$ cat config.mk
export PLATFORM = sky130hd
export DESIGN_NAME = tfi_interlock
export DESIGN_NICKNAME = d
export VERILOG_FILES = /design/src/rtl/tfi_pkg.sv /design/src/rtl/tfi_hb_monitor.sv /design/src/rtl/tfi_interlock.sv /design/src/rtl/tfi_sync.sv
export SDC_FILE = /design/constraint.sdc
export NUM_CORES = 1
export LEC_CHECK = 0
export ABC_AREA = 1
export BUFFER_PORTS_ARGS = -buffer_cell sky130_fd_sc_hd__clkbuf_2
export CORE_UTILIZATION = 48
export CTS_CLUSTER_SIZE = 10
export DETAILED_ROUTE_END_ITERATION = 10
export PLACE_DENSITY = 0.68
export RECOVER_POWER = 25
export SETUP_SLACK_MARGIN = 0.5
export SLEW_MARGIN = 10
export SYNTH_ARGS = -nofsm -noshare
export SYNTH_HDL_FRONTEND = slang
export SYNTH_SLANG_ARGS = --single-unit
export TNS_END_PERCENT = 100
$ cat constraint.sdc
create_clock -name i_clk -period 2.8 [get_ports i_clk]
set_input_delay 0 -clock i_clk [delete_from_list [all_inputs] [get_ports i_clk]]
set_output_delay 0 -clock i_clk [all_outputs]
set_load 0.1 [all_outputs]
$ cat src/rtl/tfi_pkg.sv
// tfi_pkg: interlock constants.
// assumes one 40 MHz clock, sync low reset.
//
// How it works
// - 100 Hz heartbeat through the chain.
// - heartbeat out of band stops hv and rf.
// - heartbeat health on its own pin.
// - watchdog unfed 1 s stops hv and rf.
// - soft fault drops rf and pin switches.
// - delayed soft reset clears gone causes.
// - soft reset attempts hit a limit.
// - limit or control-ok loss: hv enable kept.
// - ct, link, rail, watchdog latch hard.
// - hard fault drops hv enable and hv on.
// - temperature model trip is hard.
// - plc: 32 plus 16 status out, 16 in.
// - plc bits: hv en, rf a-d, reset, override.
// - same 48 status bits to plc and host.
// - led1 armed, led2 hv enabled, never red.
// - led3 hv on or hard; led4 rf on or soft.
// - hv on and rf on need armed.
// - host arms; start rise times, fall disarms.
// - missing or stuck start times out.
// - armed refuses most host commands.
// - general reset ORs four sources.
// - shot clock and start echoed on panel.
// - rf permissive ANDs armed and no faults.
package tfi_pkg;
    // timing counts
    localparam int CLK_HZ = 40_000_000;
    localparam int HB_FREQ_HZ = 100;
    localparam int HB_HALF_CYC = CLK_HZ / (2 * HB_FREQ_HZ);
    localparam int HB_TICKS_PER_HALF = 8;
    localparam int HB_TICK_CYC = HB_HALF_CYC / HB_TICKS_PER_HALF;
    localparam int MS_CYC = CLK_HZ / 1000;
    localparam int WDOG_TIMEOUT_MS = 1000;
    localparam int WDOG_CYC = MS_CYC * WDOG_TIMEOUT_MS;

    // heartbeat averager: acc += add when high, minus acc >> shift
    localparam int HB_ACC_W = 10;
    localparam logic [9:0] HB_ADD = 10'h008;
    localparam int HB_SHIFT = 6;
    localparam logic [9:0] HB_THR_LO = 10'h080;
    localparam logic [9:0] HB_THR_HI = 10'h180;

    // apb byte addresses
    localparam logic [7:0] ADDR_CTRL = 8'h00;
    localparam logic [7:0] ADDR_STAT_LO = 8'h04;
    localparam logic [7:0] ADDR_STAT_HI = 8'h08;
    localparam logic [7:0] ADDR_SOFT_DLY = 8'h0c;
    localparam logic [7:0] ADDR_RETRY_LIM = 8'h10;
    localparam logic [7:0] ADDR_SHOT_TMO = 8'h14;

    // ctrl write bits (self-clearing commands)
    localparam int CTRL_ARM = 0;
    localparam int CTRL_RESET = 1;
    localparam int CTRL_FEED = 2;

    // reset values of programmable registers (ms, count, ms)
    localparam logic [15:0] SOFT_DLY_RST = 16'h0032;
    localparam logic [7:0] RETRY_LIM_RST = 8'h03;
    localparam logic [15:0] SHOT_TMO_RST = 16'h2710;

    // plc control channel positions
    localparam int PLC_HV_EN = 0;
    localparam int PLC_RF_A = 1;
    localparam int PLC_RESET = 5;
    localparam int PLC_SYNC_OVR = 6;

    typedef enum logic [1:0] {LED_OFF, LED_GREEN, LED_RED} tfi_led_e;
    typedef enum logic [1:0] {ST_IDLE, ST_ARMED, ST_SHOT} tfi_arm_e;
endpackage

$ cat src/rtl/tfi_hb_monitor.sv
// tfi_hb_monitor: heartbeat average band check.
// assumes synced i_hb, one-cycle i_tick.
`timescale 1ns/1ps
module tfi_hb_monitor import tfi_pkg::*; (
    input wire logic i_clk, // logic clock
    input wire logic i_rstn, // sync reset, active low
    input wire logic i_tick, // averaging step enable
    input wire logic i_hb, // returned heartbeat level
    output logic o_ok // average inside both thresholds
);
    logic [HB_ACC_W-1:0] acc_reg;
    logic [HB_ACC_W-1:0] acc_next;

    // leaky integrator: settles near 256, mid-band, for a 50 percent square wave
    always_comb
    begin
        acc_next = acc_reg - (acc_reg >> HB_SHIFT);
        if (i_hb)
            acc_next = acc_next + HB_ADD;
    end

    // starts at zero so health is false until the average climbs
    always_ff @(posedge i_clk)
    begin
        if (!i_rstn)
            acc_reg <= '0;
        else if (i_tick)
            acc_reg <= acc_next;
    end

    // a stuck high or low return drifts out of the band
    always_ff @(posedge i_clk)
    begin
        if (!i_rstn)
            o_ok <= 1'b0;
        else
            o_ok <= (acc_reg > HB_THR_LO) && (acc_reg < HB_THR_HI);
    end
endmodule // tfi_hb_monitor

$ cat src/rtl/tfi_interlock.sv
// tfi_interlock: fault latches, arming, plc.
// assumes apb on i_clk; pins asynchronous.
//
// Design decisions made here: the placing of the registers and register access over APB.
`timescale 1ns/1ps
module tfi_interlock import tfi_pkg::*; #(
    parameter int P_HB_HALF = HB_HALF_CYC,
    parameter int P_HB_TICK = HB_TICK_CYC,
    parameter int P_MS = MS_CYC,
    parameter int P_WDOG = WDOG_CYC
)(
    input wire logic i_clk, // 40 MHz logic clock
    input wire logic i_rstn, // sync reset, active low
    input wire logic i_psel, // apb select
    input wire logic i_penable, // apb enable
    input wire logic i_pwrite, // apb write
    input wire logic [7:0] i_paddr, // apb byte address
    input wire logic [31:0] i_pwdata, // apb write data
    output logic [31:0] o_prdata, // apb read data
    output logic o_pready, // apb ready
    output logic o_pslverr, // apb error
    input wire logic [3:0] i_ct_trip, // overcurrent comparators
    input wire logic [3:0] i_link_lost, // link module comms lost
    input wire logic [3:0] i_temp_trip, // collector_temp_model trips
    input wire logic [7:0] i_soft_src, // arc and reflected power
    input wire logic i_rail_fail, // local supply rail failed
    input wire logic i_ctrl_ok, // control-ok fibre, high=ok
    input wire logic i_wg_inhibit, // waveguide switch inhibit
    input wire logic i_fault_bypass, // calibration bypass
    input wire logic i_acs_hv_req, // amplifier_control_system hv on
    input wire logic i_acs_rf_req, // amplifier_control_system rf on
    input wire logic i_hv_en_echo, // sync box hv enabled
    input wire logic i_rf_on_echo, // sync box rf on
    input wire logic [15:0] i_plc_ctrl, // plc control bits
    input wire logic i_pb_reset, // front-panel pushbutton
    input wire logic i_shot_start, // shot_start_pulse
    input wire logic i_shot_clock, // shot_clock
    input wire logic i_hb_return, // heartbeat from last stage
    output logic o_heartbeat, // heartbeat into chain
    output logic o_hb_ok, // heartbeat health fibre
    output logic o_hv_enable_req, // to system_sync_box
    output logic o_hv_on_req, // to system_sync_box
    output logic o_rf_group_req, // to system_sync_box
    output logic [3:0] o_pin_sw, // pin diode switches a-d
    output logic o_rf_permissive, // rf_permissive
    output logic [31:0] o_plc_status_lo, // 32-bit status link
    output logic [15:0] o_plc_status_hi, // 16-bit status link
    output logic o_event_start, // event timer start pulse
    output logic o_shot_start_echo, // front-panel repeat
    output logic o_shot_clock_echo, // front-panel repeat
    output logic [1:0] o_led1, // tfi_led_e code
    output logic [1:0] o_led2, // tfi_led_e code
    output logic [1:0] o_led3, // tfi_led_e code
    output logic [1:0] o_led4 // tfi_led_e code
);
    // latch update: set beats a simultaneous clear
    function automatic logic [13:0] latch_upd(input logic [13:0] q,
        input logic [13:0] set, input logic clr);
        latch_upd = set | (q & ~{14{clr}});
    endfunction

    logic [47:0] syn;
    logic [3:0] ct_s, link_s, temp_s, plc_rf;
    logic [7:0] soft_s;
    logic [15:0] plc_s;
    logic rail_s, ctrlok_s, wg_s, byp_s, acshv_s, acsrf_s, hven_s, rfon_s;
    logic pb_s, start_s, sclk_s, hb_s;

    // all pin levels pass two flops before any logic
    tfi_sync #(.W(48)) u_sync (
        .i_clk(i_clk),
        .i_rstn(i_rstn),
        .i_d({i_ct_trip, i_link_lost, i_temp_trip, i_soft_src,
            i_rail_fail, i_ctrl_ok, i_wg_inhibit, i_fault_bypass,
            i_acs_hv_req, i_acs_rf_req, i_hv_en_echo, i_rf_on_echo,
            i_plc_ctrl, i_pb_reset, i_shot_start, i_shot_clock,
            i_hb_return}),
        .o_q(syn)
    );

    assign {ct_s, link_s, temp_s, soft_s} = syn[47:28];
    assign {rail_s, ctrlok_s, wg_s, byp_s} = syn[27:24];
    assign {acshv_s, acsrf_s, hven_s, rfon_s} = syn[23:20];
    assign plc_s = syn[19:4];
    assign {pb_s, start_s, sclk_s, hb_s} = syn[3:0];
    assign plc_rf = plc_s[PLC_RF_A+3:PLC_RF_A];

    // dividers: heartbeat half period, averaging tick, 1 ms tick
    logic [17:0] hb_cnt_reg;
    logic [14:0] tick_cnt_reg;
    logic [15:0] ms_cnt_reg;
    logic hb_tick, ms_tick;
    assign hb_tick = (tick_cnt_reg == 15'(P_HB_TICK - 1));
    assign ms_tick = (ms_cnt_reg == 16'(P_MS - 1));

    always_ff @(posedge i_clk)
    begin
        if (!i_rstn)
        begin
            hb_cnt_reg <= '0;
            o_heartbeat <= 1'b0;
        end
        else if (hb_cnt_reg == 18'(P_HB_HALF - 1))
        begin
            hb_cnt_reg <= '0;
            o_heartbeat <= ~o_heartbeat;
        end
        else
            hb_cnt_reg <= hb_cnt_reg + 18'h00001;
    end

    always_ff @(posedge i_clk)
    begin
        if (!i_rstn || hb_tick)
            tick_cnt_reg <= '0;
        else
            tick_cnt_reg <= tick_cnt_reg + 15'h0001;
    end

    always_ff @(posedge i_clk)
    begin
        if (!i_rstn || ms_tick)
            ms_cnt_reg <= '0;
        else
            ms_cnt_reg <= ms_cnt_reg + 16'h0001;
    end

    // health checked on the chain's return, not our own output
    tfi_hb_monitor u_hb (
        .i_clk(i_clk),
        .i_rstn(i_rstn),
        .i_tick(hb_tick),
        .i_hb(hb_s),
        .o_ok(o_hb_ok)
    );

    // apb decode; registers answer with no wait states
    logic access, wr_en, err_reg, por_reg, host_rst_reg, arm_cmd;
    logic [31:0] rd_mux;
    logic bad;
    logic [15:0] soft_dly_reg, shot_tmo_reg;
    logic [7:0] retry_lim_reg, attempts_reg;
    logic [25:0] wdog_cnt_reg;
    tfi_arm_e arm_state;
    logic armed;
    assign armed = (arm_state != ST_IDLE);
    assign access = i_psel && i_penable;
    assign wr_en = access && i_pwrite && !err_reg;
    assign arm_cmd = wr_en && (i_paddr == ADDR_CTRL) && i_pwdata[CTRL_ARM];
    assign o_pready = 1'b1;
    assign o_pslverr = access && err_reg;

    // while armed only status reads and ctrl writes are served
    always_comb
    begin
        rd_mux = '0;
        bad = 1'b0;
        case (i_paddr)
            ADDR_CTRL: rd_mux = {31'h0, armed};
            ADDR_STAT_LO: rd_mux = o_plc_status_lo;
            ADDR_STAT_HI: rd_mux = {16'h0, o_plc_status_hi};
            ADDR_SOFT_DLY: rd_mux = {16'h0, soft_dly_reg};
            ADDR_RETRY_LIM: rd_mux = {24'h0, retry_lim_reg};
            ADDR_SHOT_TMO: rd_mux = {16'h0, shot_tmo_reg};
            default: bad = 1'b1;
        endcase
        if (armed && !((i_paddr == ADDR_CTRL) && i_pwrite)
            && !(!i_pwrite && ((i_paddr == ADDR_STAT_LO)
            || (i_paddr == ADDR_STAT_HI))))
            bad = 1'b1;
    end

    // read data and error are captured in the setup cycle
    always_ff @(posedge i_clk)
    begin
        if (!i_rstn)
        begin
            o_prdata <= '0;
            err_reg <= 1'b0;
        end
        else if (i_psel && !i_penable)
        begin
            o_prdata <= i_pwrite ? 32'h0 : rd_mux;
            err_reg <= bad;
        end
    end

    // programmable delays and limits
    always_ff @(posedge i_clk)
    begin
        if (!i_rstn)
        begin
            soft_dly_reg <= SOFT_DLY_RST;
            retry_lim_reg <= RETRY_LIM_RST;
            shot_tmo_reg <= SHOT_TMO_RST;
        end
        else if (wr_en)
        begin
            if (i_paddr == ADDR_SOFT_DLY)
                soft_dly_reg <= i_pwdata[15:0];
            if (i_paddr == ADDR_RETRY_LIM)
                retry_lim_reg <= i_pwdata[7:0];
            if (i_paddr == ADDR_SHOT_TMO)
                shot_tmo_reg <= i_pwdata[15:0];
        end
    end

    // power-on one-shot and host reset pulse
    always_ff @(posedge i_clk)
    begin
        if (!i_rstn)
        begin
            por_reg <= 1'b1;
            host_rst_reg <= 1'b0;
        end
        else
        begin
            por_reg <= 1'b0;
            host_rst_reg <= wr_en && (i_paddr == ADDR_CTRL)
                && i_pwdata[CTRL_RESET];
        end
    end

    // sources are indistinguishable once ORed
    logic gen_rst;
    assign gen_rst = host_rst_reg | plc_s[PLC_RESET] | pb_s | por_reg;

    // watchdog: a host feed restarts the count; expiry holds a fault
    logic wdog_exp;
    assign wdog_exp = (wdog_cnt_reg == 26'(P_WDOG - 1));
    always_ff @(posedge i_clk)
    begin
        if (!i_rstn || (wr_en && (i_paddr == ADDR_CTRL)
            && i_pwdata[CTRL_FEED]))
            wdog_cnt_reg <= '0;
        else if (!wdog_exp)
            wdog_cnt_reg <= wdog_cnt_reg + 26'h0000001;
    end

    // hard latches: ct, link, temperature model, rail, watchdog
    logic [13:0] hard_reg, hard_set;
    logic [7:0] soft_reg;
    logic ctrl_flt_reg, soft_rst_reg, hard_any, soft_any, limit_hit;
    assign hard_set = {ct_s, link_s,
        temp_s & ~{4{plc_s[PLC_SYNC_OVR]}},
        rail_s, wdog_exp};
    assign hard_any = |hard_reg;
    assign soft_any = |soft_reg;
    assign limit_hit = (attempts_reg >= retry_lim_reg);

    always_ff @(posedge i_clk)
    begin
        if (!i_rstn)
            hard_reg <= '0;
        else
            hard_reg <= latch_upd(hard_reg, hard_set, gen_rst);
    end

    // control-ok loss is latched but only stops hv on and rf on
    always_ff @(posedge i_clk)
    begin
        if (!i_rstn)
            ctrl_flt_reg <= 1'b0;
        else
            ctrl_flt_reg <= !ctrlok_s || (ctrl_flt_reg && !gen_rst);
    end

    // soft latches also clear on the automatic soft reset
    always_ff @(posedge i_clk)
    begin
        if (!i_rstn)
            soft_reg <= '0;
        else
            soft_reg <= soft_s
                | (soft_reg & ~{8{gen_rst | soft_rst_reg}});
    end

    // retry delay in ms; stops once the attempt limit is reached
    logic [15:0] dly_cnt_reg;
    always_ff @(posedge i_clk)
    begin
        if (!i_rstn || gen_rst || !soft_any || limit_hit || soft_rst_reg)
        begin
            dly_cnt_reg <= '0;
            soft_rst_reg <= 1'b0;
        end
        else
        begin
            if (ms_tick)
                dly_cnt_reg <= dly_cnt_reg + 16'h0001;
            soft_rst_reg <= (dly_cnt_reg >= soft_dly_reg);
        end
    end

    // attempt count doubles as the escalation latch; reset clears it
    always_ff @(posedge i_clk)
    begin
        if (!i_rstn || gen_rst)
            attempts_reg <= '0;
        else if (soft_rst_reg && !limit_hit)
            attempts_reg <= attempts_reg + 8'h01;
    end

    // arming: host arms, shot start edges run and end the shot
    logic start_d_reg;
    logic [15:0] tmo_cnt_reg;
    logic tmo_hit, start_rise, start_fall;
    assign start_rise = start_s && !start_d_reg;
    assign start_fall = !start_s && start_d_reg;
    assign tmo_hit = (tmo_cnt_reg >= shot_tmo_reg);

    always_ff @(posedge i_clk)
    begin
        if (!i_rstn)
        begin
            arm_state <= ST_IDLE;
            start_d_reg <= 1'b0;
            o_event_start <= 1'b0;
        end
        else
        begin
            start_d_reg <= start_s;
            o_event_start <= 1'b0;
            case (arm_state)
                ST_IDLE:
                    if (arm_cmd)
                        arm_state <= ST_ARMED;
                ST_ARMED:
                    if (tmo_hit)
                        arm_state <= ST_IDLE;
                    else if (start_rise)
                    begin
                        arm_state <= ST_SHOT;
                        o_event_start <= 1'b1;
                    end
                ST_SHOT:
                    if (start_fall || tmo_hit)
                        arm_state <= ST_IDLE;
                default: arm_state <= ST_IDLE;
            endcase
        end
    end

    // same timeout covers a missing start and a start stuck high
    always_ff @(posedge i_clk)
    begin
        if (!i_rstn || !armed || start_rise)
            tmo_cnt_reg <= '0;
        else if (ms_tick && !tmo_hit)
            tmo_cnt_reg <= tmo_cnt_reg + 16'h0001;
    end

    // permissive and requests; registered so outputs are glitch-free
    logic rf_perm;
    assign rf_perm = armed && !gen_rst && !soft_rst_reg && !soft_any
        && !hard_any && !ctrl_flt_reg && !limit_hit
        && !wg_s;

    always_ff @(posedge i_clk)
    begin
        if (!i_rstn)
        begin
            o_hv_enable_req <= 1'b0;
            o_hv_on_req <= 1'b0;
            o_rf_group_req <= 1'b0;
            o_pin_sw <= '0;
            o_rf_permissive <= 1'b0;
        end
        else
        begin
            o_rf_permissive <= rf_perm;
            // hv enable ignores armed, limit and control-ok
            o_hv_enable_req <= plc_s[PLC_HV_EN] && !hard_any && !byp_s
                && o_hb_ok;
            o_hv_on_req <= acshv_s && armed && !ctrl_flt_reg && !limit_hit
                && !gen_rst && hven_s && !hard_any && !byp_s
                && o_hb_ok;
            o_rf_group_req <= acsrf_s && rf_perm && !byp_s
                && o_hb_ok;
            // bypass lets plc bits drive pins for calibration, gated only by heartbeat health
            o_pin_sw <= plc_rf & {4{o_hb_ok && (byp_s
                || (rfon_s && rf_perm))}};
        end
    end

    // status words, shared by the plc links and host queries
    always_ff @(posedge i_clk)
    begin
        if (!i_rstn)
        begin
            o_plc_status_lo <= '0;
            o_plc_status_hi <= '0;
        end
        else
        begin
            o_plc_status_lo <= {soft_reg, hard_reg, ctrl_flt_reg,
                limit_hit, o_hb_ok, armed, o_hv_enable_req, o_hv_on_req,
                rf_perm, o_rf_group_req, byp_s, soft_any};
            o_plc_status_hi <= {o_pin_sw, attempts_reg, hven_s, rfon_s,
                hard_any, start_s};
        end
    end

    // front-panel repeats and leds; red has priority on leds 3 and 4
    always_ff @(posedge i_clk)
    begin
        if (!i_rstn)
        begin
            o_shot_start_echo <= 1'b0;
            o_shot_clock_echo <= 1'b0;
            o_led1 <= LED_OFF;
            o_led2 <= LED_OFF;
            o_led3 <= LED_OFF;
            o_led4 <= LED_OFF;
        end
        else
        begin
            o_shot_start_echo <= start_s;
            o_shot_clock_echo <= sclk_s;
            o_led1 <= armed ? LED_GREEN : LED_OFF;
            o_led2 <= hven_s ? LED_GREEN : LED_OFF;
            o_led3 <= hard_any ? LED_RED
                : (o_hv_on_req ? LED_GREEN : LED_OFF);
            o_led4 <= soft_any ? LED_RED
                : ((rfon_s && rf_perm) ? LED_GREEN : LED_OFF);
        end
    end
endmodule // tfi_interlock

$ cat src/rtl/tfi_sync.sv
// tfi_sync: two-flop pin synchroniser.
// assumes independent levels per bit.
`timescale 1ns/1ps
module tfi_sync #(
    parameter int W = 1
)(
    input wire logic i_clk, // logic clock
    input wire logic i_rstn, // sync reset, active low
    input wire logic [W-1:0] i_d, // asynchronous levels
    output logic [W-1:0] o_q // synchronised levels
);
    logic [W-1:0] meta_reg;

    // first stage feeds only the second stage
    always_ff @(posedge i_clk)
    begin
        if (!i_rstn)
        begin
            meta_reg <= '0;
            o_q <= '0;
        end
        else
        begin
            meta_reg <= i_d;
            o_q <= meta_reg;
        end
    end
endmodule // tfi_sync

==> metrics <==
result of the run finished, final reports clean; Critical Path Sink Type register; worst hold slack after final layout 0.0808 ns; Setup Viol. Count Final 0; DRC errors left 0; Post-Synthesis Cells 2029; insertion delay to the later sink of the worst-skew pair 0.55 ns; via count of the first global-routing pass 12800; measured slew at the worst slew-check pin 1.30 ns; maximum number of pins on one net before global-route repair 70; non-filler cells in the finished layout 2674; core region area 31600 sq um; post-synthesis mux area share 0%; die area 32800 sq um; Ports 196; GP Congestion 0.926; XOR/XNOR share of the synthesized area 2.33%; number of vias per cell after detailed routing 5.04; fraction of the mapped netlist area in adder cells 4.35%; number of endpoints with negative hold slack in the final report 0; path class of the lowest-slack min-delay path input pin to register; total CTS buffers 43; worst endpoint required time 3.18 ns; average footprint of a synthesized cell 7.60 sq um; area share of and/or/nand/nor cells after synthesis 25.2%; fin area 18400 sq um; Die Y 181 um; critical path data arrival time 2.81 ns; maximum capacitance violations 0; maximum buffer depth of the clock tree 3; starting DRC count in detailed routing 809; count of nets left with antenna violations after detail routing 0; clock root buffer clkbuf_16; first-pass GRT wire length 63100 um; number of buffer cells added on primary ports 167; sum of routed wire length over all layers 39300 um; worst setup slack after placement 0.301 ns; site row count 65; power density over cell area 600 nW/um^2; count of distinct cell types in the synthesized netlist 51; clock tree from TritonCTS yes; initial standard-cell utilization of the core 48.8%; IR drop worst, VDD 0.000490 V; number of antenna violations at the first check in global routing 0; number of placed instances, taps included 2546; clock tree skew after final layout 0.0170 ns; worst path setup slack after routing 0.365 ns; time the final worst path needs with I/O delays and setup 2.44 ns; Cell Area, Placed 16500 sq um; number of clock sinks 365; compound-cell area share of the yosys netlist 10.7%; number of iterations in the first detailed-routing pass 6; static power due to leakage 8.33 nW; average routed wire per standard cell 14.7 um; antenna diode count 0; flip-flop and latch count after synthesis 365; Final Slew Violations 0; largest fanout of any net on the critical path 29; die outline width 181 um; Post-Synthesis Cell Area 15400 sq um; Syn. warnings 0; fill cell total of the finished layout 2909; RSZ-0062 raised after global routing true; via count 13500; share of the cycle needed by the critical path after routing 87.0%; Fmax achieved 411 MHz; total grt overflow 0; Worst Setup Path Type input pin to register; fraction of final layout cells with drive strength greater than 1 12.9%; Net count, final 2407; sum of negative setup slack 0 ns; clock-pin slew of the registers on the worst-case setup and hold paths 0.06 ns; Syn-to-layout area delta 19.5%; global routing usage summed across all routing layers 23.8%; Worst Setup Start Kind input pin; sequential area share after synthesis 47.4%; Detail Placement HPWL 29200 um; combinational family with the most area after synthesis simple AND/OR/NAND/NOR gates; H-Tree Depth 2; Slew Limit Headroom 13.5%
worst paths after layout:
| check | from | to | slack [ns] | depth (start not counted) |
|---|---|---|---|---|
| worst max-delay path | i_rstn | hard_reg[0] | 0.36 | 5 |
| worst min-delay path | i_paddr[2] | o_prdata[12] | 0.08 | 6 |
| worst max register to register | u_hb.acc_reg[8] | u_hb.acc_reg[9] | 0.54 | 16 |
| worst min register to register | u_sync.meta_reg[10] | u_sync.o_q[10] | 0.41 | 2 |
area by class of cell:
cell class | instances | area [sq um] | share of cell area (%)
well taps | 402 | 503 | 2.73
repair buffers | 246 | 1560 | 8.45
flip-flops and latches | 365 | 7310 | 39.7
clock inverters | 4 | 53.8 | 0.292
multi-input cells | 1277 | 6620 | 35.9
inverters | 328 | 1240 | 6.72
clock buffers | 52 | 1140 | 6.19
synthesized netlist by cell type (all sizes together):
master | instances | area, sq um
a21oi | 160 | 801
xor2 | 33 | 289
o21a | 4 | 30.0
xnor2 | 8 | 70.1
o21ai | 101 | 509
ha | 52 | 651
and3 | 3 | 20.0
o22ai | 12 | 75.1
nor3b | 12 | 90.1
o21bai | 3 | 22.5
clkinv | 1 | 5.00
buf | 36 | 215
nand2 | 493 | 1860
dfxtp | 365 | 7310
and2 | 1 | 6.26
conb | 2 | 7.51
nor2 | 162 | 686
o211ai | 6 | 45.0
or2 | 13 | 83.8
nand4 | 32 | 219
a211oi | 3 | 27.5
clkbuf | 24 | 90.1
o2111ai | 8 | 70.1
o41ai | 1 | 8.76
inv | 327 | 1230
nand3 | 82 | 438
fa | 1 | 20.0
a21o | 2 | 15.0
a31o | 1 | 8.76
nand3b | 5 | 37.5
nor3 | 54 | 322
a31oi | 6 | 37.5
nor4 | 16 | 115
power by group:
part           leakage, nW  internal, W  switching, W
Sequential            2.97      0.00531     0.0000657
Clock                0.587      0.00285       0.00206
Combinational         4.78     0.000213      0.000550
critical path, cell delays in order:
cell and delay (ns):
dlygate4sd3_1 0.55, buf_6 0.19, inv_1 0.78, clkbuf_1 1.01, o21ai_0 0.24
what timing repair did:
action	4_1_cts	5_1_grt
setup buffers	1	9
cloned	0	0
pin swaps	3	5
setup endpoints to repair	3	45
hold endpoints to repair	108	0
hold buffers	62	0
resized for setup	8	12
layout by cell type (no fill, tap or decap), types with 7 or more instances in the layout:
cell type      instances
a21oi_1              160
buf_4                 14
clkbuf_1              27
clkbuf_16             43
clkbuf_2             148
dfxtp_1              362
dlygate4sd3_1         62
ha_1                  51
inv_1                316
inv_2                 10
nand2_1              487
nand3_1               76
nand4_1               29
nor2_1               143
nor2_2                12
nor2_4                 7
nor3_1                44
nor3_2                 9
nor3b_1               12
nor4_1                15
o2111ai_1              8
o21ai_0               99
o22ai_1               12
or2_2                 11
xnor2_1                8
xor2_1                32
per-stage QoR:
| stage | total power (W) | util [%] |
|---|---|---|
| 6_report | 0.0110 | 58.4 |
| 2_1_floorplan | 0.00598 | - |
| 3_5_place_dp | 0.00617 | 52.3 |
| 4_1_cts | 0.0111 | 58.2 |
| 3_3_place_gp | 0.00616 | 52.3 |
| 5_1_grt | 0.0115 | 58.4 |
per-layer routing:
layer / vias to the layer above / track usage [%] / wire length, um
li1: 6896 / - / -
met1: 6139 / 30.2 / 17300
met2: 363 / 40.4 / 18400
met3: 91 / 3.81 / 2130
met4: 0 / 9.22 / 1430
met5: - / 0 / 0
logic make-up after synthesis:
kind of cell / count (synthesis)
flops: 365
compound gates: 307
fa+ha+maj: 53
simple gates: 873
xor+xnor: 41
other cells: 2
buf+inv: 388
No activity file was read; power rests on OpenSTA's default activity.
